`src/verilog/core_ops_pkg.sv`:
```
`default_nettype none
// ****************************************************************
// shared constants for the instruction execution block
// ****************************************************************
package core_ops_pkg;
  // apb register byte offsets
  localparam logic [7:0] INSTR_OFS = 8'h00; // execute word / last word
  localparam logic [7:0] ACC_OFS = 8'h04; // accumulator
  localparam logic [7:0] STATUS_OFS = 8'h08; // status register
  localparam logic [7:0] WDOG_OFS = 8'h0C; // watchdog prescaler and count
  localparam logic [7:0] CTRL_OFS = 8'h10; // bit 0 starts interrupt entry
  localparam logic [7:0] PC_OFS = 8'h14; // program counter and stack pointer

  // widths
  localparam int INSTR_W = 14; // instruction word
  localparam int PC_W = 13; // program counter
  localparam int SP_W = 3; // stack pointer, eight levels
  localparam int MEM_AW = 8; // bank bit plus file address

  // opcode fields
  localparam logic [13:0] CLEAR_WDOG_WORD = 14'h0064; // watchdog clear
  localparam logic [5:0] COMPLEMENT_CODE = 6'h09; // bits 13:8
  localparam logic [5:0] SWAP_CODE = 6'h0E; // bits 13:8
  localparam logic [6:0] MOVE_CODE = 7'h01; // bits 13:7
  localparam logic [3:0] BIT_CLEAR_CODE = 4'h4; // bits 13:10
  localparam int DEST_BIT = 7; // destination select
  localparam int BIT_LSB = 7; // bit number field, bits 9:7

  // status register layout
  localparam logic [6:0] STATUS_ADDR = 7'h03; // status file address
  localparam int Z_BIT = 2; // zero flag
  localparam int PD_BIT = 3; // powerdown_flag, active low
  localparam int TO_BIT = 4; // watchdog_expiry_flag, active low
  localparam int BANK_BIT = 5; // bank_select_bit
  localparam logic [7:0] STATUS_RESET = 8'h18; // both flags high
  localparam logic [7:0] STATUS_WMASK = 8'hE7; // flag bits not writable
  localparam logic [12:0] INT_VECTOR = 13'h0004; // interrupt entry address

  // decoded operation, one-hot
  typedef enum logic [5:0] {
    OP_NONE = 6'h01,
    OP_CLEAR_WDOG = 6'h02,
    OP_COMPLEMENT = 6'h04,
    OP_SWAP = 6'h08,
    OP_MOVE = 6'h10,
    OP_BIT_CLEAR = 6'h20
  } op_e;

  // classify an instruction word
  function automatic op_e decode_op(input logic [13:0] w);
    if (w == CLEAR_WDOG_WORD) begin
      return OP_CLEAR_WDOG;
    end else if (w[13:8] == COMPLEMENT_CODE) begin
      return OP_COMPLEMENT;
    end else if (w[13:8] == SWAP_CODE) begin
      return OP_SWAP;
    end else if (w[13:7] == MOVE_CODE) begin
      return OP_MOVE;
    end else if (w[13:10] == BIT_CLEAR_CODE) begin
      return OP_BIT_CLEAR;
    end else begin
      return OP_NONE;
    end
  endfunction

  // true for every mapped register offset
  function automatic logic reg_mapped(input logic [7:0] a);
    return (a == INSTR_OFS) || (a == ACC_OFS) || (a == STATUS_OFS) ||
           (a == WDOG_OFS) || (a == CTRL_OFS) || (a == PC_OFS);
  endfunction
endpackage
`default_nettype wire

```
`src/verilog/file_mem_if.sv`:
```
`default_nettype none
// ****************************************************************
// port between core and the banked register file memory
// ****************************************************************
interface file_mem_if;
  logic [7:0] addr; // bank bit and file address
  logic rd_en; // read strobe, data next cycle
  logic wr_en; // write strobe
  logic [7:0] wdata; // write data
  logic [7:0] rdata; // registered read data
  modport core (output addr, output rd_en, output wr_en, output wdata, input rdata);
  modport mem (input addr, input rd_en, input wr_en, input wdata, output rdata);
endinterface
`default_nettype wire

```
`src/verilog/file_mem.sv`:
```
`default_nettype none
// ****************************************************************
// two banks of 128 bytes, registered read
// ****************************************************************
module file_mem
  import core_ops_pkg::*;
(
  input wire logic pclk,
  file_mem_if.mem port
);
  logic [7:0] cells [0:255]; // storage, no reset
  logic [7:0] rdata_q; // read register

  // write and registered read
  always_ff @(posedge pclk) begin
    if (port.wr_en) begin
      cells[port.addr] <= port.wdata;
    end
    if (port.rd_en) begin
      rdata_q <= cells[port.addr];
    end
  end

  assign port.rdata = rdata_q;
endmodule // file_mem
`default_nettype wire

```
`src/verilog/core_ops.sv`:
```
// Chosen here: the APB interface to the registers and the address map.
`default_nettype none
// What this block does
// - watchdog clear zeroes watchdog counter
// - watchdog clear zeroes prescaler too
// - watchdog clear sets expiry and powerdown flags
// - complement inverts register, updates zero flag
// - destination bit picks accumulator or register
// - swap exchanges register nibbles to destination
// - swap leaves all status flags alone unless status is its destination
// - move copies accumulator into register, any bank
// - clearing bank bit selects bank zero
// - interrupt entry pushes only return counter
module core_ops
  import core_ops_pkg::*;
(
  input wire logic pclk,
  input wire logic presetn,
  input wire logic [7:0] paddr,
  input wire logic psel,
  input wire logic penable,
  input wire logic pwrite,
  input wire logic [31:0] pwdata,
  output logic [31:0] prdata,
  output logic pready,
  output logic pslverr
);
  // ****************************************************************
  // core state
  // ****************************************************************
  logic [7:0] acc; // accumulator
  logic [7:0] status; // status register
  logic [7:0] watchdog_counter; // watchdog count
  logic [7:0] prescale; // watchdog prescaler
  logic [PC_W-1:0] pc; // program counter
  logic [SP_W-1:0] sp; // stack pointer
  logic [PC_W-1:0] stack [0:7]; // return address stack
  logic [INSTR_W-1:0] last_instr; // last executed word
  logic [7:0] next_acc;
  logic [7:0] next_status;
  logic [7:0] next_watchdog_counter;
  logic [7:0] next_prescale;
  logic [PC_W-1:0] next_pc;
  logic [SP_W-1:0] next_sp;
  logic [INSTR_W-1:0] next_last_instr;
  logic [31:0] next_prdata;

  // ****************************************************************
  // bus decode and instruction fields
  // ****************************************************************
  file_mem_if mem_port (); // register file link
  logic setup; // apb setup cycle
  logic access; // apb access cycle
  logic exec; // instruction runs this cycle
  logic irq_entry; // interrupt entry this cycle
  logic [13:0] word; // held instruction word
  op_e op; // decoded operation
  logic [6:0] faddr; // file address
  logic dest; // destination bit
  logic [2:0] bnum; // bit number for bit clear
  logic is_status; // file address hits status
  logic [7:0] operand; // addressed register value
  logic [7:0] result; // value to destination
  logic to_reg; // result goes to register

  assign setup = psel && !penable;
  assign access = psel && penable;
  assign word = pwdata[INSTR_W-1:0];
  assign op = decode_op(word);
  assign faddr = word[6:0];
  assign dest = word[DEST_BIT];
  assign bnum = word[BIT_LSB+2:BIT_LSB];
  assign is_status = (faddr == STATUS_ADDR);
  // operation executes in the access cycle, operand is read in setup
  assign exec = access && pwrite && (paddr == INSTR_OFS);
  assign irq_entry = access && pwrite && (paddr == CTRL_OFS) && pwdata[0];
  assign pready = 1'h1; // no wait states
  assign pslverr = access && !reg_mapped(paddr);

  // bank bit extends every file address, read in setup
  assign mem_port.addr = {status[BANK_BIT], faddr};
  assign mem_port.rd_en = setup && pwrite && (paddr == INSTR_OFS);
  assign mem_port.wr_en = exec && to_reg && !is_status;
  assign mem_port.wdata = result;
  assign operand = is_status ? status : mem_port.rdata;

  file_mem u_mem (
    .pclk(pclk),
    .port(mem_port)
  );

  // ****************************************************************
  // result datapath
  // ****************************************************************
  always_comb begin
    result = operand;
    to_reg = 1'h0;
    case (op)
      OP_COMPLEMENT: begin
        result = ~operand;
        to_reg = dest;
      end
      OP_SWAP: begin
        result = {operand[3:0], operand[7:4]};
        to_reg = dest;
      end
      OP_MOVE: begin
        result = acc;
        to_reg = 1'h1;
      end
      OP_BIT_CLEAR: begin
        result = operand & ~(8'h01 << bnum);
        to_reg = 1'h1;
      end
      default: begin
        result = operand;
        to_reg = 1'h0;
      end
    endcase
  end

  // ****************************************************************
  // next state of the core
  // ****************************************************************
  always_comb begin
    next_acc = acc;
    next_status = status;
    next_pc = pc;
    next_sp = sp;
    next_last_instr = last_instr;
    // free running watchdog, clear wins over count
    next_prescale = prescale + 8'h01;
    next_watchdog_counter = (prescale == 8'hFF) ? watchdog_counter + 8'h01 : watchdog_counter;
    if (exec) begin
      next_pc = pc + 13'h0001;
      next_last_instr = word;
      // register write to status keeps the two flags
      if (to_reg && is_status) begin
        next_status = (result & STATUS_WMASK) | (status & ~STATUS_WMASK);
      end
      if ((op == OP_COMPLEMENT || op == OP_SWAP) && !to_reg) begin
        next_acc = result;
      end
      // only complement sets the zero flag from its result, swap changes status only when status is its destination
      if (op == OP_COMPLEMENT) begin
        next_status[Z_BIT] = (result == 8'h00);
      end
      if (op == OP_CLEAR_WDOG) begin
        next_watchdog_counter = 8'h00;
        next_prescale = 8'h00;
        next_status[TO_BIT] = 1'h1;
        next_status[PD_BIT] = 1'h1;
      end
    end else if (irq_entry) begin
      // only the return address is saved
      next_sp = sp + 3'h1;
      next_pc = INT_VECTOR;
    end else if (access && pwrite && paddr == ACC_OFS) begin
      next_acc = pwdata[7:0];
    end
  end

  // register the core state
  always_ff @(posedge pclk or negedge presetn) begin
    if (!presetn) begin
      acc <= 8'h00;
      status <= STATUS_RESET;
      watchdog_counter <= 8'h00;
      prescale <= 8'h00;
      pc <= 13'h0000;
      sp <= 3'h0;
      last_instr <= 14'h0000;
    end else begin
      acc <= next_acc;
      status <= next_status;
      watchdog_counter <= next_watchdog_counter;
      prescale <= next_prescale;
      pc <= next_pc;
      sp <= next_sp;
      last_instr <= next_last_instr;
    end
  end

  // stack cells, written only on interrupt entry
  always_ff @(posedge pclk) begin
    if (irq_entry) begin
      stack[sp] <= pc;
    end
  end

  // ****************************************************************
  // read data, captured in the setup cycle
  // ****************************************************************
  always_comb begin
    next_prdata = prdata;
    if (setup && !pwrite) begin
      case (paddr)
        INSTR_OFS: next_prdata = {18'h0, last_instr};
        ACC_OFS: next_prdata = {24'h000000, acc};
        STATUS_OFS: next_prdata = {24'h000000, status};
        WDOG_OFS: next_prdata = {16'h0000, prescale, watchdog_counter};
        PC_OFS: next_prdata = {16'h0000, sp, pc};
        default: next_prdata = 32'h00000000;
      endcase
    end
  end

  always_ff @(posedge pclk or negedge presetn) begin
    if (!presetn) begin
      prdata <= 32'h00000000;
    end else begin
      prdata <= next_prdata;
    end
  end
endmodule // core_ops
`default_nettype wire

```
`config.mk`:
```
export PLATFORM = sky130hd
export DESIGN_NAME = core_ops
export DESIGN_NICKNAME = d
export VERILOG_FILES = /design/src/verilog/core_ops_pkg.sv /design/src/verilog/file_mem_if.sv /design/src/verilog/file_mem.sv /design/src/verilog/core_ops.sv
export SDC_FILE = /design/constraint.sdc
export NUM_CORES = 2
export LEC_CHECK = 0
export ABC_AREA = 1
export BUFFER_PORTS_ARGS = -buffer_cell sky130_fd_sc_hd__buf_2
export CORE_MARGIN = 2
export CORE_UTILIZATION = 55
export DETAILED_ROUTE_END_ITERATION = 10
export HOLD_SLACK_MARGIN = 0.02
export PLACE_DENSITY_LB_ADDON = 0.12
export SYNTH_ARGS = -nofsm -noshare
export SYNTH_HDL_FRONTEND = slang
export SYNTH_HIERARCHICAL = 1
export SYNTH_SLANG_ARGS = --single-unit
```
`constraint.sdc`:
```
create_clock -name pclk -period 5 [get_ports pclk]
set_clock_uncertainty 0.15 [all_clocks]
set_input_delay 1 -clock pclk [delete_from_list [all_inputs] [get_ports pclk]]
set_output_delay 1 -clock pclk [all_outputs]
set_load 0.01 [all_outputs]
```
==> results.py <==
metrics = {
    "yosys": {
        "avgSynthCellArea_um2": 10.4,
        "synth_common_cells": "4911 x nand2_1, 2056 x edfxtp_1, 400 x nor2_1",
        "synth_top_area_frac": 0.689,
        "yosysTopAreaCell": "edfxtp_1",
        "async_reset_ff_frac": 0.0361,
        "netlist-cell-type-count": 48,
        "seq_area_frac_synth": 0.711,
        "synth_flop_cell": "edfxtp_1",
        "yosysMostFrequentCell": "nand2_1",
        "synthesis.area_mm2": 0.0896,
        "synthCells": 8638,
        "synth_seq_cells": 2133,
        "yosysWarningCount": 6,
        "yosys-top-cells-area": "edfxtp_1 69%, nand2_1 21%, dfrtp_1 2.1%",
        "synth_edf_count": 2056,
    },
    "timing": {
        "slew_viol_final": 0,
        "rsz0062_at_grt": "false",
        "holdWs_ps": 144,
        "relSlewSlack": 0.234,
        "finalSetupViolCount": 0,
        "worstMarginPinSlew_ps": 1150,
        "fin_crit_sh": 0.714,
        "period_needed_ps": 3570,
        "max_freq_mhz": 280,
        "finalHoldViolCount": 0,
    },
    "route": {
        "drc": 0,
        "num_vias": 60209,
        "wl_per_cell_um": 20.7,
        "ant_nets": 0,
        "drt_iter0_markers": 6591,
        "totalWireLength_mm": 228,
        "via_per_inst": 5.46,
        "drtPass1Iterations": 6,
    },
    "pwr": {
        "p_leak_nw": 40.0,
        "ir_worst_vdd_mv": 0.375,
        "power_density_mw_per_mm2": 373,
    },
    "grt": {
        "antenna_found_initial": 0,
        "grt_pass1_wl_mm": 345,
        "grtUsageTotal": 0.273,
        "grt_pass1_vias": 56911,
        "grt_max_degree": 199,
        "grt_overflow_total": 0,
    },
    "job": {
        "maxCapViolCount": 0,
    },
    "setup_path": {
        "critPathKind": "primary input to primary output",
        "rr_worst_depth": 3,
        "worstPathRequired_ps": 3850,
        "startpoint_type": "primary input",
        "end_kind": "primary output",
        "worstPathArrival_ps": 2420,
        "cp_max_fo": 13,
    },
    "floorplan": {
        "core-area_mm2": 0.162,
        "die_x_um": 408,
        "start_util": 0.552,
        "ioPinCount": 79,
        "fp.dieH_um": 408,
        "die-area_mm2": 0.166,
        "num_rows": 148,
    },
    "cts": {
        "clockRootBuffer": "clkbuf_16",
        "cts.sinks": 2133,
        "clock_latency_ps": 860,
        "cts_buffers": 213,
        "clkTransAtPathRegs_ps": 60,
        "hold_buffers": 0,
        "ctsResizeCount": 0,
        "ctsLongestPathBuffers": 3,
        "htree_levels": 4,
        "postCtsSetupBuffers": 0,
        "cts_tree": "yes",
    },
    "placement": {
        "io_buffers": 43,
        "dp_hpwl_mm": 129,
        "gp_congestion": 0.914,
    },
    "layout": {
        "fin_nets": 8721,
        "drive_gt1_frac": 0.0705,
        "utilization": 0.614,
        "antenna_cells": 0,
        "syn_to_final_growth_pct": 11.2,
    },
    "outcome": {
        "status": "completed",
    },
    "hold_path": {
        "min_path_type": "primary input to async pin",
    },
}
==> metrics by stage <==
stage | worst slack (ps) | cells | TNS, ps | cell area [um^2] | power (mW)
final | 1430 | 11028 | 0 | 99600 | 37.1
after global routing | 1320 | 11028 | 0 | 99600 | 38.2
after CTS | 1450 | 11028 | 0 | 99600 | 37.3
after detailed placement | 774 | 10632 | 0 | 92700 | 21.7
after global placement | 810 | 10632 | 0 | 92700 | 21.7
after floorplan | -512 | 8653 | -260910 | 89700 | 21.1
==> worst paths after layout <==
path / from / to / slack [ps]
max in group asynchronous: presetn / last_instr[9] / 3890
min reg2reg: prdata[7] / prdata[7] / 330
max reg2reg: status[5] / u_mem/cells[49][1] / 1920
min: presetn / pc[9] / 140
max: paddr[1] / pslverr / 1430
min in group pclk: pwdata[12] / last_instr[12] / 250
==> sequential cells by signal, summed over array words and instances, names as in the netlist <==
register	count
acc	8
last_instr	14
pc	13
prdata	16
prescale	8
sp	3
status	7
u_mem/cells	2048
u_mem/port.rdata	8
watchdog_counter	8
==> cells in the final DEF, fill, tap and decap left out, types with 10 or more instances in the layout <==
master	netlist	routed
nand2_1	4911	4904
edfxtp_1	2056	2056
nor2_1	400	394
nand3_1	225	225
clkbuf_16	0	213
buf_4	23	171
o21ai_1	137	137
inv_1	106	97
o21ai_0	90	90
dfrtp_1	76	76
a21oi_1	59	59
clkinv_1	1	57
clkbuf_1	178	42
buf_2	183	40
clkinv_2	1	37
buf_12	0	37
bufinv_16	0	22
nor3_1	18	18
conb_1	2	17
o22ai_1	15	15
nand2_2	9	14
clkinvlp_4	0	14
inv_2	14	13
nor2_4	5	10
==> metal layers <==
layer  vias up  wire length, um  track usage
met2      2369           106000        0.430
met1     29029            96600        0.389
met5         -                0            0
li1      28419                -            -
met4         0             7290       0.0930
met3       392            18600       0.0439
==> where the power goes <==
group	switching (mW)	total (mW)	internal (mW)
Sequential	0.00541	19.5	19.5
Combinational	1.43	1.88	0.442
Clock	6.76	15.7	8.97
==> worst max-delay path, stage by stage <==
cell,delay (ps)
buf_2,110
nor2_4,150
inv_1,90
nor3_2,140
nand2_1,340
inv_1,340
nor3_1,100
buf_2,150
==> area by class of cell <==
type,count,area [um^2]
clock inverters,141,1380
well taps,2175,2720
clock buffers,255,5490
inverters,124,531
fillers,13109,62600
repair buffers,250,2250
flip-flops and latches,2133,63700
multi-input cells,5950,23500
==> cell families (layout without fill, tap and decap cells) <==
| kind of cell | after synthesis | count (layout) | share of synthesized area |
|---|---|---|---|
| adders and majority gates | 4 | 4 | 0.000559 |
| buffers and inverters | 570 | 770 | 0.0282 |
| xor gates and xnor gates | 7 | 7 | 0.000684 |
| DFF | 2133 | 2133 | 0.711 |
| other | 2 | 17 | 0.0000838 |
| and+or+nand+nor | 5603 | 5603 | 0.241 |
| AOI/OAI and AO/OA | 319 | 319 | 0.0186 |
Note: power is estimated with default switching activity, not from simulation.
